$ cat config.mk
export PLATFORM = sky130hd
export DESIGN_NAME = pio_host
export DESIGN_NICKNAME = d
export VERILOG_FILES = /design/src/rtl/pio_host_pkg.sv /design/src/rtl/pio_host.sv /design/src/rtl/pio_sync3.sv
export SDC_FILE = /design/constraint.sdc
export NUM_CORES = 1
export LEC_CHECK = 0
export ABC_CLOCK_PERIOD_IN_PS = 3600
export BUFFER_PORTS_ARGS = -buffer_cell sky130_fd_sc_hd__buf_2
export CAP_MARGIN = 20
export CORE_MARGIN = 1.5
export CORE_UTILIZATION = 35
export CTS_CLUSTER_SIZE = 20
export DETAILED_ROUTE_END_ITERATION = 8
export PLACE_DENSITY = 0.65
export SYNTH_ARGS = -nofsm -noshare
export SYNTH_HDL_FRONTEND = slang
export SYNTH_SLANG_ARGS = --single-unit
$ cat constraint.sdc
create_clock -name clk -period 3.6 [get_ports clk]
set_input_delay 0.72 -clock clk [delete_from_list [all_inputs] [get_ports clk]]
set_output_delay 0.72 -clock clk [all_outputs]
set_load 0.01 [all_outputs]
$ cat src/rtl/pio_host_pkg.sv
package pio_host_pkg;
  // ------------------------------------------------------------
  // clock and mode table
  // ------------------------------------------------------------
  localparam int CLK_PERIOD_NS = 8;
  localparam int NUM_MODES = 5;
  localparam int CNT_W = 8;
  localparam int MODE_W = 3;
  typedef logic [CNT_W-1:0] cnt_t;
  typedef logic [MODE_W-1:0] mode_t;

  // minimum cycle, active, 8-bit register active, recovery, setup and hold times (ns)
  localparam int T0_NS [NUM_MODES] = '{600, 383, 240, 180, 120};
  localparam int T2_NS [NUM_MODES] = '{165, 125, 100, 80, 70};
  localparam int T2R_NS [NUM_MODES] = '{290, 290, 290, 80, 70};
  localparam int T2I_NS [NUM_MODES] = '{0, 0, 0, 70, 25};
  localparam int T1_NS [NUM_MODES] = '{70, 50, 30, 30, 25};
  localparam int T9_NS [NUM_MODES] = '{20, 15, 10, 10, 10};
  localparam int TA_NS = 35;
  localparam int T6Z_NS = 30;
  // first mode in which the 16-bit indication is not valid
  localparam logic [MODE_W-1:0] MODE_NO_IOCS16 = 3'h3;

  // least times round up to whole cycles, never below one
  function automatic cnt_t ns_to_cyc(input int ns);
    int c;
    c = (ns + CLK_PERIOD_NS - 1) / CLK_PERIOD_NS;
    if (c < 1) begin
      c = 1;
    end
    return cnt_t'(c);
  endfunction

  localparam cnt_t TA_CYC = ns_to_cyc(TA_NS);
  localparam cnt_t T6Z_CYC = ns_to_cyc(T6Z_NS);
  // pin synchroniser delay; ready is judged on samples past the setup time
  localparam cnt_t PIN_LAT_CYC = 8'h03;
  localparam cnt_t TA_SMP_CYC = cnt_t'(TA_CYC + PIN_LAT_CYC);

  // ------------------------------------------------------------
  // host cycle states
  // ------------------------------------------------------------
  typedef enum logic [2:0] {
    ST_IDLE = 3'b000,
    ST_SETUP = 3'b001,
    ST_ACTIVE = 3'b010,
    ST_WAIT = 3'b011,
    ST_HOLD = 3'b100,
    ST_RECOVER = 3'b101
  } state_e;
endpackage : pio_host_pkg

$ cat src/rtl/pio_host.sv
`timescale 1ns/1ps
`default_nettype none
module pio_host (
  clk,
  arst_n,
  req_valid,
  req_ready,
  req_write,
  req_cs,
  req_addr,
  req_reg8,
  req_wdata,
  pio_mode,
  rsp_valid,
  rsp_rdata,
  rsp_wide,
  rsp_waited,
  cs_n,
  addr,
  iord_n,
  iowr_n,
  data_o,
  data_oe,
  data_i,
  iordy,
  iocs16_n
);
  import pio_host_pkg::*;
  input wire logic clk;
  input wire logic arst_n;
  input wire logic req_valid;
  output logic req_ready;
  input wire logic req_write;
  input wire logic [1:0] req_cs;
  input wire logic [2:0] req_addr;
  input wire logic req_reg8;
  input wire logic [15:0] req_wdata;
  input wire pio_host_pkg::mode_t pio_mode;
  output logic rsp_valid;
  output logic [15:0] rsp_rdata;
  output logic rsp_wide;
  output logic rsp_waited;
  output logic [1:0] cs_n;
  output logic [2:0] addr;
  output logic iord_n;
  output logic iowr_n;
  output logic [15:0] data_o;
  output logic data_oe;
  input wire logic [15:0] data_i;
  input wire logic iordy;
  input wire logic iocs16_n;

  // ------------------------------------------------------------
  // pin synchronisers
  // ------------------------------------------------------------
  logic [17:0] pins_s;
  logic rdy_s;
  logic cs16_s;
  logic [15:0] din_s;

  pio_sync3 #(.W(18)) u_sync (
    .clk(clk),
    .arst_n(arst_n),
    .async_i({iordy, ~iocs16_n, data_i}),
    .sync_o(pins_s)
  );
  assign rdy_s = pins_s[17];
  assign cs16_s = pins_s[16];
  assign din_s = pins_s[15:0];

  // ------------------------------------------------------------
  // per-mode interval selection
  // ------------------------------------------------------------
  mode_t mode_q;
  mode_t mode_d;
  logic reg8_q;
  logic reg8_d;
  cnt_t c_cycle;
  cnt_t c_act;
  cnt_t c_rec;
  cnt_t c_setup;
  cnt_t c_hold;
  int mi;

  always_comb begin
    mi = (int'(mode_q) < NUM_MODES) ? int'(mode_q) : 0;
    c_cycle = ns_to_cyc(T0_NS[mi]);
    c_act = reg8_q ? ns_to_cyc(T2R_NS[mi]) : ns_to_cyc(T2_NS[mi]);
    c_rec = ns_to_cyc(T2I_NS[mi]);
    c_setup = ns_to_cyc(T1_NS[mi]);
    c_hold = ns_to_cyc(T9_NS[mi]);
    // bus turnaround after a read also needs the card to float the bus
    if (c_hold < T6Z_CYC) begin
      c_hold = T6Z_CYC;
    end
  end

  // ------------------------------------------------------------
  // cycle sequencer
  // ------------------------------------------------------------
  state_e st_q;
  state_e st_d;
  cnt_t tmr_q;
  cnt_t tmr_d;
  cnt_t tot_q;
  cnt_t tot_d;
  logic wr_q;
  logic wr_d;
  logic waited_q;
  logic waited_d;
  logic wide_q;
  logic wide_d;
  logic [15:0] rd_q;
  logic [15:0] rd_d;
  logic [1:0] cs_n_q;
  logic [1:0] cs_n_d;
  logic [2:0] addr_q;
  logic [2:0] addr_d;
  logic [15:0] wdat_q;
  logic [15:0] wdat_d;
  logic oe_q;
  logic oe_d;
  logic rd_n_q;
  logic rd_n_d;
  logic wr_n_q;
  logic wr_n_d;
  logic rdy_q;
  logic rdy_d;
  logic vld_q;
  logic vld_d;
  logic act_done;

  always_comb begin
    st_d = st_q;
    tmr_d = tmr_q + cnt_t'(1);
    tot_d = (tot_q == '1) ? tot_q : tot_q + cnt_t'(1);
    mode_d = mode_q;
    reg8_d = reg8_q;
    wr_d = wr_q;
    waited_d = waited_q;
    wide_d = wide_q;
    rd_d = rd_q;
    cs_n_d = cs_n_q;
    addr_d = addr_q;
    wdat_d = wdat_q;
    oe_d = oe_q;
    rd_n_d = rd_n_q;
    wr_n_d = wr_n_q;
    rdy_d = 1'b0;
    vld_d = 1'b0;
    // strobe may end only after its least width and after ready returns
    act_done = (tmr_q >= c_act - cnt_t'(1));
    unique case (st_q)
      ST_IDLE: begin
        rdy_d = 1'b1;
        if (req_valid && rdy_q) begin
          rdy_d = 1'b0;
          mode_d = (int'(pio_mode) < NUM_MODES) ? pio_mode : mode_t'(0);
          reg8_d = req_reg8;
          wr_d = req_write;
          cs_n_d = ~req_cs;
          addr_d = req_addr;
          wdat_d = req_wdata;
          oe_d = req_write;
          waited_d = 1'b0;
          wide_d = 1'b0;
          tmr_d = '0;
          tot_d = '0;
          st_d = ST_SETUP;
        end
      end
      ST_SETUP: begin
        if (tmr_q >= c_setup - cnt_t'(1)) begin
          rd_n_d = wr_q;
          wr_n_d = ~wr_q;
          tmr_d = '0;
          st_d = ST_ACTIVE;
        end
      end
      ST_ACTIVE: begin
        // 16-bit flag means nothing in the faster modes
        if (mode_q < MODE_NO_IOCS16 && cs16_s) begin
          wide_d = 1'b1;
        end
        if (tmr_q == TA_SMP_CYC && !rdy_s) begin
          waited_d = 1'b1;
          st_d = ST_WAIT;
        end else if (act_done && tmr_q > TA_SMP_CYC) begin
          // read data captured as strobe ends
          rd_d = din_s;
          rd_n_d = 1'b1;
          wr_n_d = 1'b1;
          tmr_d = '0;
          st_d = ST_HOLD;
        end
      end
      ST_WAIT: begin
        if (rdy_s && act_done) begin
          rd_d = din_s;
          rd_n_d = 1'b1;
          wr_n_d = 1'b1;
          tmr_d = '0;
          st_d = ST_HOLD;
        end
      end
      ST_HOLD: begin
        if (tmr_q >= c_hold - cnt_t'(1)) begin
          oe_d = 1'b0;
          cs_n_d = 2'b11;
          tmr_d = '0;
          st_d = ST_RECOVER;
        end
      end
      ST_RECOVER: begin
        // recovery stretched until whole cycle time is met
        if (tmr_q >= c_rec && tot_q >= c_cycle) begin
          vld_d = 1'b1;
          rdy_d = 1'b1;
          st_d = ST_IDLE;
        end
      end
      default: begin
        st_d = ST_IDLE;
      end
    endcase
  end

  always_ff @(posedge clk or negedge arst_n) begin
    if (!arst_n) begin
      st_q <= ST_IDLE;
      tmr_q <= '0;
      tot_q <= '0;
      mode_q <= '0;
      reg8_q <= 1'b0;
      wr_q <= 1'b0;
      waited_q <= 1'b0;
      wide_q <= 1'b0;
      rd_q <= '0;
      cs_n_q <= 2'b11;
      addr_q <= '0;
      wdat_q <= '0;
      oe_q <= 1'b0;
      rd_n_q <= 1'b1;
      wr_n_q <= 1'b1;
      rdy_q <= 1'b0;
      vld_q <= 1'b0;
    end else begin
      st_q <= st_d;
      tmr_q <= tmr_d;
      tot_q <= tot_d;
      mode_q <= mode_d;
      reg8_q <= reg8_d;
      wr_q <= wr_d;
      waited_q <= waited_d;
      wide_q <= wide_d;
      rd_q <= rd_d;
      cs_n_q <= cs_n_d;
      addr_q <= addr_d;
      wdat_q <= wdat_d;
      oe_q <= oe_d;
      rd_n_q <= rd_n_d;
      wr_n_q <= wr_n_d;
      rdy_q <= rdy_d;
      vld_q <= vld_d;
    end
  end

  assign req_ready = rdy_q;
  assign rsp_valid = vld_q;
  assign rsp_rdata = rd_q;
  assign rsp_wide = wide_q;
  assign rsp_waited = waited_q;
  assign cs_n = cs_n_q;
  assign addr = addr_q;
  assign iord_n = rd_n_q;
  assign iowr_n = wr_n_q;
  assign data_o = wdat_q;
  assign data_oe = oe_q;
endmodule : pio_host
`default_nettype wire

$ cat src/rtl/pio_sync3.sv
`timescale 1ns/1ps
`default_nettype none
module pio_sync3 #(
  parameter int W = 1
) (
  clk,
  arst_n,
  async_i,
  sync_o
);
  input wire logic clk;
  input wire logic arst_n;
  input wire logic [W-1:0] async_i;
  output logic [W-1:0] sync_o;

  logic [W-1:0] s1_q;
  logic [W-1:0] s2_q;
  logic [W-1:0] s3_q;
  logic [W-1:0] out_q;
  logic [W-1:0] out_d;

  // ------------------------------------------------------------
  // accept a change once stages two and three agree
  // ------------------------------------------------------------
  always_comb begin
    out_d = out_q;
    for (int i = 0; i < W; i++) begin
      if (s2_q[i] == s3_q[i]) begin
        out_d[i] = s3_q[i];
      end
    end
  end

  always_ff @(posedge clk or negedge arst_n) begin
    if (!arst_n) begin
      s1_q <= '0;
      s2_q <= '0;
      s3_q <= '0;
      out_q <= '0;
    end else begin
      s1_q <= async_i;
      s2_q <= s1_q;
      s3_q <= s2_q;
      out_q <= out_d;
    end
  end

  assign sync_o = out_q;
endmodule : pio_sync3
`default_nettype wire

Word-level counts from Yosys, hierarchy flattened
Memories as Yosys holds them, arrays and structs flattened.
Index checks and enable logic that the tools add are counted.

operators by class
  muxes and demuxes = 66
  bitwise gates (word level) = 10
  reductions and logical operators = 25
  equal/unequal tests = 35
  add/sub/neg operators = 23
  order comparisons = 17

operators with widths
  kind                                                                              count
  32-bit two-way mux                                                                12
  32-bit by 1-bit adder with 32-bit output                                          6
  32-bit by 5-bit adder with 32-bit output (second input constant)                  6
  32-bit by 2-bit less-than comparator with 1-bit output (second input constant)    6
  32-bit by 2-bit subtractor with 32-bit output (second input constant)             6
  8-bit two-way mux                                                                 17
  16-bit two-way mux                                                                3
  8-bit >= comparator                                                               5
  8-bit one-hot mux with 5 select lines                                             1
  32-bit by 4-bit >= comparator with 1-bit output (second input constant)           1
  3-bit NOT with 32-bit output                                                      1
  16-bit one-hot mux with 2 select lines                                            1
  3-bit two-way mux                                                                 9
  8-bit by 1-bit subtractor with 8-bit output (second input constant)               3
  1-bit equality test                                                               18
  2-bit != test (second input constant)                                             9
  3-bit one-hot mux with 6 select lines                                             1
  3-bit OR reduction                                                                6
  8-bit by 1-bit adder with 8-bit output (second input constant)                    2
  1-bit two-way mux                                                                 13
  3-bit AND reduction                                                               3
  8-bit by 4-bit equality test with 1-bit output (second input constant)            1
  8-bit equality test (second input constant)                                       1
  8-bit by 4-bit greater-than comparator with 1-bit output (second input constant)  1
  23 further kinds                                                                  44

storage, ports and cells
  word-level logic and storage cells = 220
  memories = 6
  memory bits (read-only) = 1,536
  register bits after elaboration = 140
  input bits = 47

memories
  name             depth  bits a word  read ports  clocked after Yosys merged registers in  wr ports  RTL line        text
  (no name shown)  8      32           1           0                                        0         pio_host.sv:91  c_hold = ns_to_cyc(T9_NS[mi]);
  (no name shown)  8      32           1           0                                        0         pio_host.sv:90  c_setup = ns_to_cyc(T1_NS[mi]);
  (no name shown)  8      32           1           0                                        0         pio_host.sv:89  c_rec = ns_to_cyc(T2I_NS[mi]);
  (no name shown)  8      32           1           0                                        0         pio_host.sv:88  c_act = reg8_q ? ns_to_cyc(T2R_NS[mi]) : ns_to_cyc(T2_NS[mi]);
  (no name shown)  8      32           1           0                                        0         pio_host.sv:88
  (no name shown)  8      32           1           0                                        0         pio_host.sv:87  c_cycle = ns_to_cyc(T0_NS[mi]);

Longest topological paths before layout
  depth after elaboration = 20
  mapped depth = 16
  mapped depth without buffers = 14

Cells and area by module
Synthesis repeated with hierarchy kept, for this count alone.

second synthesis, totals
  cells, all modules = 470
  area total of the unflattened synthesis = 5,650.4 µm²

modules (own cells, without submodules)
  module     sequential area each (µm²)  area each (µm²)  cells an instance  times used
  pio_host   1,706.6                     3,646.0          380                1
  pio_sync3  1,801.7                     2,004.4          90                 1

Least setup slack after synthesis
Ideal clock, no wire load.

  path type = register -> register
  start point = register mode_q[1]
  end point = register rd_q[10], in the netlist rsp_rdata[10]
  buffers on the path = 2
  library setup time = 0.125 ns
  path slack = 0.591 ns
  data arrival time = 2.884 ns
  clock period less this slack = 3.009 ns
  stages on the path, launching flop included = 16
  path through = dfrtp_1 -> inv_1 -> nor2_1 -> inv_1 -> nand2_1 -> nor2_1 -> inv_1 -> or2_2 -> ha_1 -> nand4_1 -> nor4_1 -> nor3_1 -> or3_1 -> buf_2 -> buf_4 -> mux2_2

on the way
  word-level cells in the longest chain between the ends = 19
  elaborated cells between the ends (all ways) = 31

RTL lines
  what                                                    RTL line                          text
  start: declaration                                      pio_host.sv:74                    mode_t mode_q;
  start signal: assignment                                pio_host.sv:251                   mode_q <= mode_d;
  3-bit less-than comparator                              pio_host.sv:86                    mi = (int'(mode_q) < NUM_MODES) ? int'(mode_q) : 0;
  3-bit two-way mux (*)                                   pio_host.sv:86
  3-bit NOT with 32-bit output (not written as such) (*)  pio_host.sv:88
  memory read 8 x 32 bit                                  --
  32-bit two-way mux (not written as such) (2 in series)  pio_host.sv:88
  32-bit by 5-bit adder with 32-bit output                pio_host_pkg.sv:27                c = (ns + CLK_PERIOD_NS - 1) / CLK_PERIOD_NS;
  32-bit by 2-bit subtractor with 32-bit output           pio_host_pkg.sv:27
  3-bit OR reduction (no line)                            --
  [... 2 more ...]                                        --
  32-bit by 2-bit less-than comparator with 1-bit output  pio_host_pkg.sv:28                if (c < 1) begin
  8-bit two-way mux                                       pio_host_pkg.sv:28
  8-bit two-way mux (*)                                   pio_host.sv:88
  8-bit by 1-bit subtractor with 8-bit output (*)         pio_host.sv:152                   act_done = (tmr_q >= c_act - cnt_t'(1));
  8-bit >= comparator (*)                                 pio_host.sv:152
  1-bit logical AND (on tied branches)                    pio_host.sv:188, pio_host.sv:198
  2-bit != test (no line)                                 --
  4-bit AND reduction (no line) (*)                       --
  end signal: assignment                                  pio_host.sv:256                   rd_q <= rd_d;
  end: declaration                                        pio_host.sv:113                   logic [15:0] rd_q;

Mark *: on every way between the ends. The rest lies on a longest branch, timed or not. The select of a mux whose other input is x is not followed.
A chain may end at the register's enable or synchronous reset.

Worst setup path after layout
  start point = register mode_q[1]
  end point = register rd_q[0], in the netlist rsp_rdata[0]

Same word-level chain as after synthesis.

==> results.md <==
- Number of max-cap violations: 0
- Ys Warns: 0
- Post-detail-place hpwl: 7700 um
- Final worst setup slack: 245 ps
- Fin crit period: 3350 ps
- Final setup viols: 0
- Worst path required time: 3890 ps
- Clk sink count: 140
- Setup_tns: 0 ps
- Via count: 3792
- Post-CTS Setup Inserts: 0
- Slew at the pin closest to its max-slew limit: 873 ps
- Number of global-route vias before repair: 3731
- Most numerous cell in the Yosys netlist: dfrtp_1
- Syn_area_per_cell: 11.8 um^2
- Layout area overhead: 23.4%
- Clk_skew: 6.50 ps
- Layout cells sized above 1: 25.6%
- Die Ht: 130 um
- Initial DRT Pass Iterations: 4
- Finished Layout Cells: 810
- Crit path kind: reg2reg
- Placed Instance Area: 6350 um^2
- Worst Path Max Fanout: 16
- Total Routing Usage GR: 13.5%
- Hold-fix buffers, CTS: 0
- Seq/Total Area, Yosys: 62.3%
- Htree depth: 4
- PwrDens: 845 nW/um^2
- Clock tree buffer depth: 2
- Pins Over Slew Limit: 0
- CP endpoint kind: register
- Row cnt: 46
- Starting Density: 35.6%
- GR Overflow Total: 0
- Fin. Hold Viols: 0
- Post-synth EDFFs: 0
- Post-synthesis cell type count: 55
- Synth top area share: 60.4%
- Largest cells by area after synthesis: dfrtp_1 60%, ha_1 6.4%, nand2_1 5.5%
- Met3 wire length: 417 um
- Post-synth ARST share: 100%
- Slew headroom: 41.8%
- Routed Antenna Nets: 0
- Wirelength per Cell: 13.5 um
- Post-cts resize count: 0
- Die area: 16900 um^2
- Cells after synthesis: 477
- Tcrit/Tclk final: 93.2%
- Root Driver: clkbuf_16
- Vias per inst: 4.68
- # DRC: 0
- Highest metal used: met4
- First-pass GRT wire length: 17800 um
- Multi-input gate area: 2010 um^2
- GPL Wtd Cong: 0.873
- WL met1: 5070 um
- Fillers: 1469
- RSZ-0062 raised after global routing: false
- Die W: 130 um
- Worst Hold Class: reg2reg
- Peak Freq: 0.298 GHz
- Clk Latency, worst-skew pair: 410 ps
- Initial antenna violation count: 0
- Seq cells post-synth: 140
- Post-Place Cells: 777
- # nets final: 657
- Ys flop type: dfrtp_1
- Status: completed
- Lkg Pwr: 3.35 nW
- Worst slack at placement: 278 ps
- Met2 wire len: 5340 um
- Io pins: 91
- Port bufs: 90
- DRT iter0 DRCs: 152
- Crit path launch type: register
- Final Instance Area: 6950 um^2
- Num CTS Buffers: 17
- Largest area contributor in the netlist: dfrtp_1
- Max IR drop VDD: 375 uV
- Routed wire length: 10900 um
- Register area: 3510 um^2
- ANT cells: 0
- CTS tree: done
- Core box area: 15800 um^2
- Post-synth top cells: 136 x dfrtp_1, 83 x nand2_1, 32 x nor2_1
- Clock Pin Slew Worst Setup and Hold Paths: 60 ps
- Crit path DAT: 3650 ps
- Synthesized area: 5640 um^2
- Pin count of the biggest net entering global routing: 100
[logic make-up (layout without fill, tap and decap cells)]
| family | after synthesis | count (layout) | share of synthesized area, % |
|---|---|---|---|
| AOI/OAI and AO/OA | 60 | 60 | 6.93 |
| xor gates and xnor gates | 10 | 10 | 1.55 |
| adders and majority gates | 47 | 47 | 9.64 |
| buffers and inverters | 33 | 147 | 2.31 |
| DFF | 140 | 140 | 62.3 |
| muxes | 17 | 17 | 3.37 |
| other | 1 | 4 | 0.0665 |
| and+or+nand+nor | 169 | 169 | 13.9 |
[report_power, final]
| group | switching, mW | internal, mW | total (mW) | leakage [nW] |
|---|---|---|---|---|
| Sequential | 0.330 | 1.98 | 2.31 | 1.68 |
| Combinational | 0.991 | 0.841 | 1.83 | 1.39 |
| Clock | 0.675 | 1.05 | 1.73 | 0.281 |
[critical path, stage by stage (launching register included)]
cell and delay [ps]:
dfrtp_1 400, inv_1 130, nor2_1 80, inv_1 130, nand2_1 90, nor2_1 170
inv_1 100, or2_2 280, ha_1 320, nand4_1 100, nor4_1 370, nor3_1 150
or3_1 390, buf_4 220, mux2_2 300
[registers in the layout, summed over array words and instances (netlist names)]
name,cells
st_q,3
rsp_waited,1
u_sync.s3_q,18
cs_n,2
rsp_wide,1
u_sync.s2_q,18
reg8_q,1
data_oe,1
req_ready,1
rsp_valid,1
tmr_q,8
tot_q,8
u_sync.sync_o,18
addr,3
data_o,16
wr_q,1
u_sync.s1_q,18
iord_n,1
mode_q,3
rsp_rdata,16
iowr_n,1
[cell usage in the layout, fill, tap and decap left out, types with 4 or more instances in the layout]
cell type  count
dfrtp_1      136
nand3_1        9
mux2_2        16
nand2b_1       6
xor2_1         4
nand2_1       83
and3_1         5
a211oi_1       4
xnor2_1        6
buf_2         89
dfstp_2        4
buf_4          5
o21ai_0       19
nor2_1        32
clkbuf_16     17
maj3_1        18
inv_1         19
ha_1          29
a21oi_1       11
conb_1         4
nor2b_1        4
nor3_1         6
[path summary, 6_finish.rpt]
kind | to | cells after the start | slack (ps) | from
max in group asynchronous | cs_n[1] | 2 | 2320 | arst_n
hold reg to reg | u_sync.s2_q[17] | 0 | 340 | u_sync.s1_q[17]
min in group asynchronous | data_o[10] | 1 | 380 | arst_n
hold / removal | u_sync.s2_q[17] | 0 | 340 | u_sync.s1_q[17]
setup reg to reg | rsp_rdata[0] | 14 | 250 | mode_q[1]
setup / recovery | rsp_rdata[0] | 14 | 250 | mode_q[1]
[metal layers]
metal  GRT usage, %  up-vias
met3           4.43       10
met1           17.6     1862
li1               -     1844
met2           21.1       76
met4           5.16        0
met5              0        -
[per-stage QoR]
step	total power [mW]	hold slack, ps	util (%)
after global placement	4.08	333	40.2
after CTS	5.94	349	43.8
final	5.87	345	43.9
after global routing	6.33	346	43.9
after floorplan	3.52	331	-
after detailed placement	4.17	335	40.2
[layout make-up]
class / instances / area share (%)
Clock inverter: 11 / 1.94
Inverter: 19 / 1.03
Tap cell: 216 / 3.89
Multi-Input combinational cell: 307 / 28.9
Timing Repair Buffer: 96 / 7.27
Sequential cell: 140 / 50.5
Clock buffer: 21 / 6.48
Note: power is estimated with default switching activity, not from simulation.
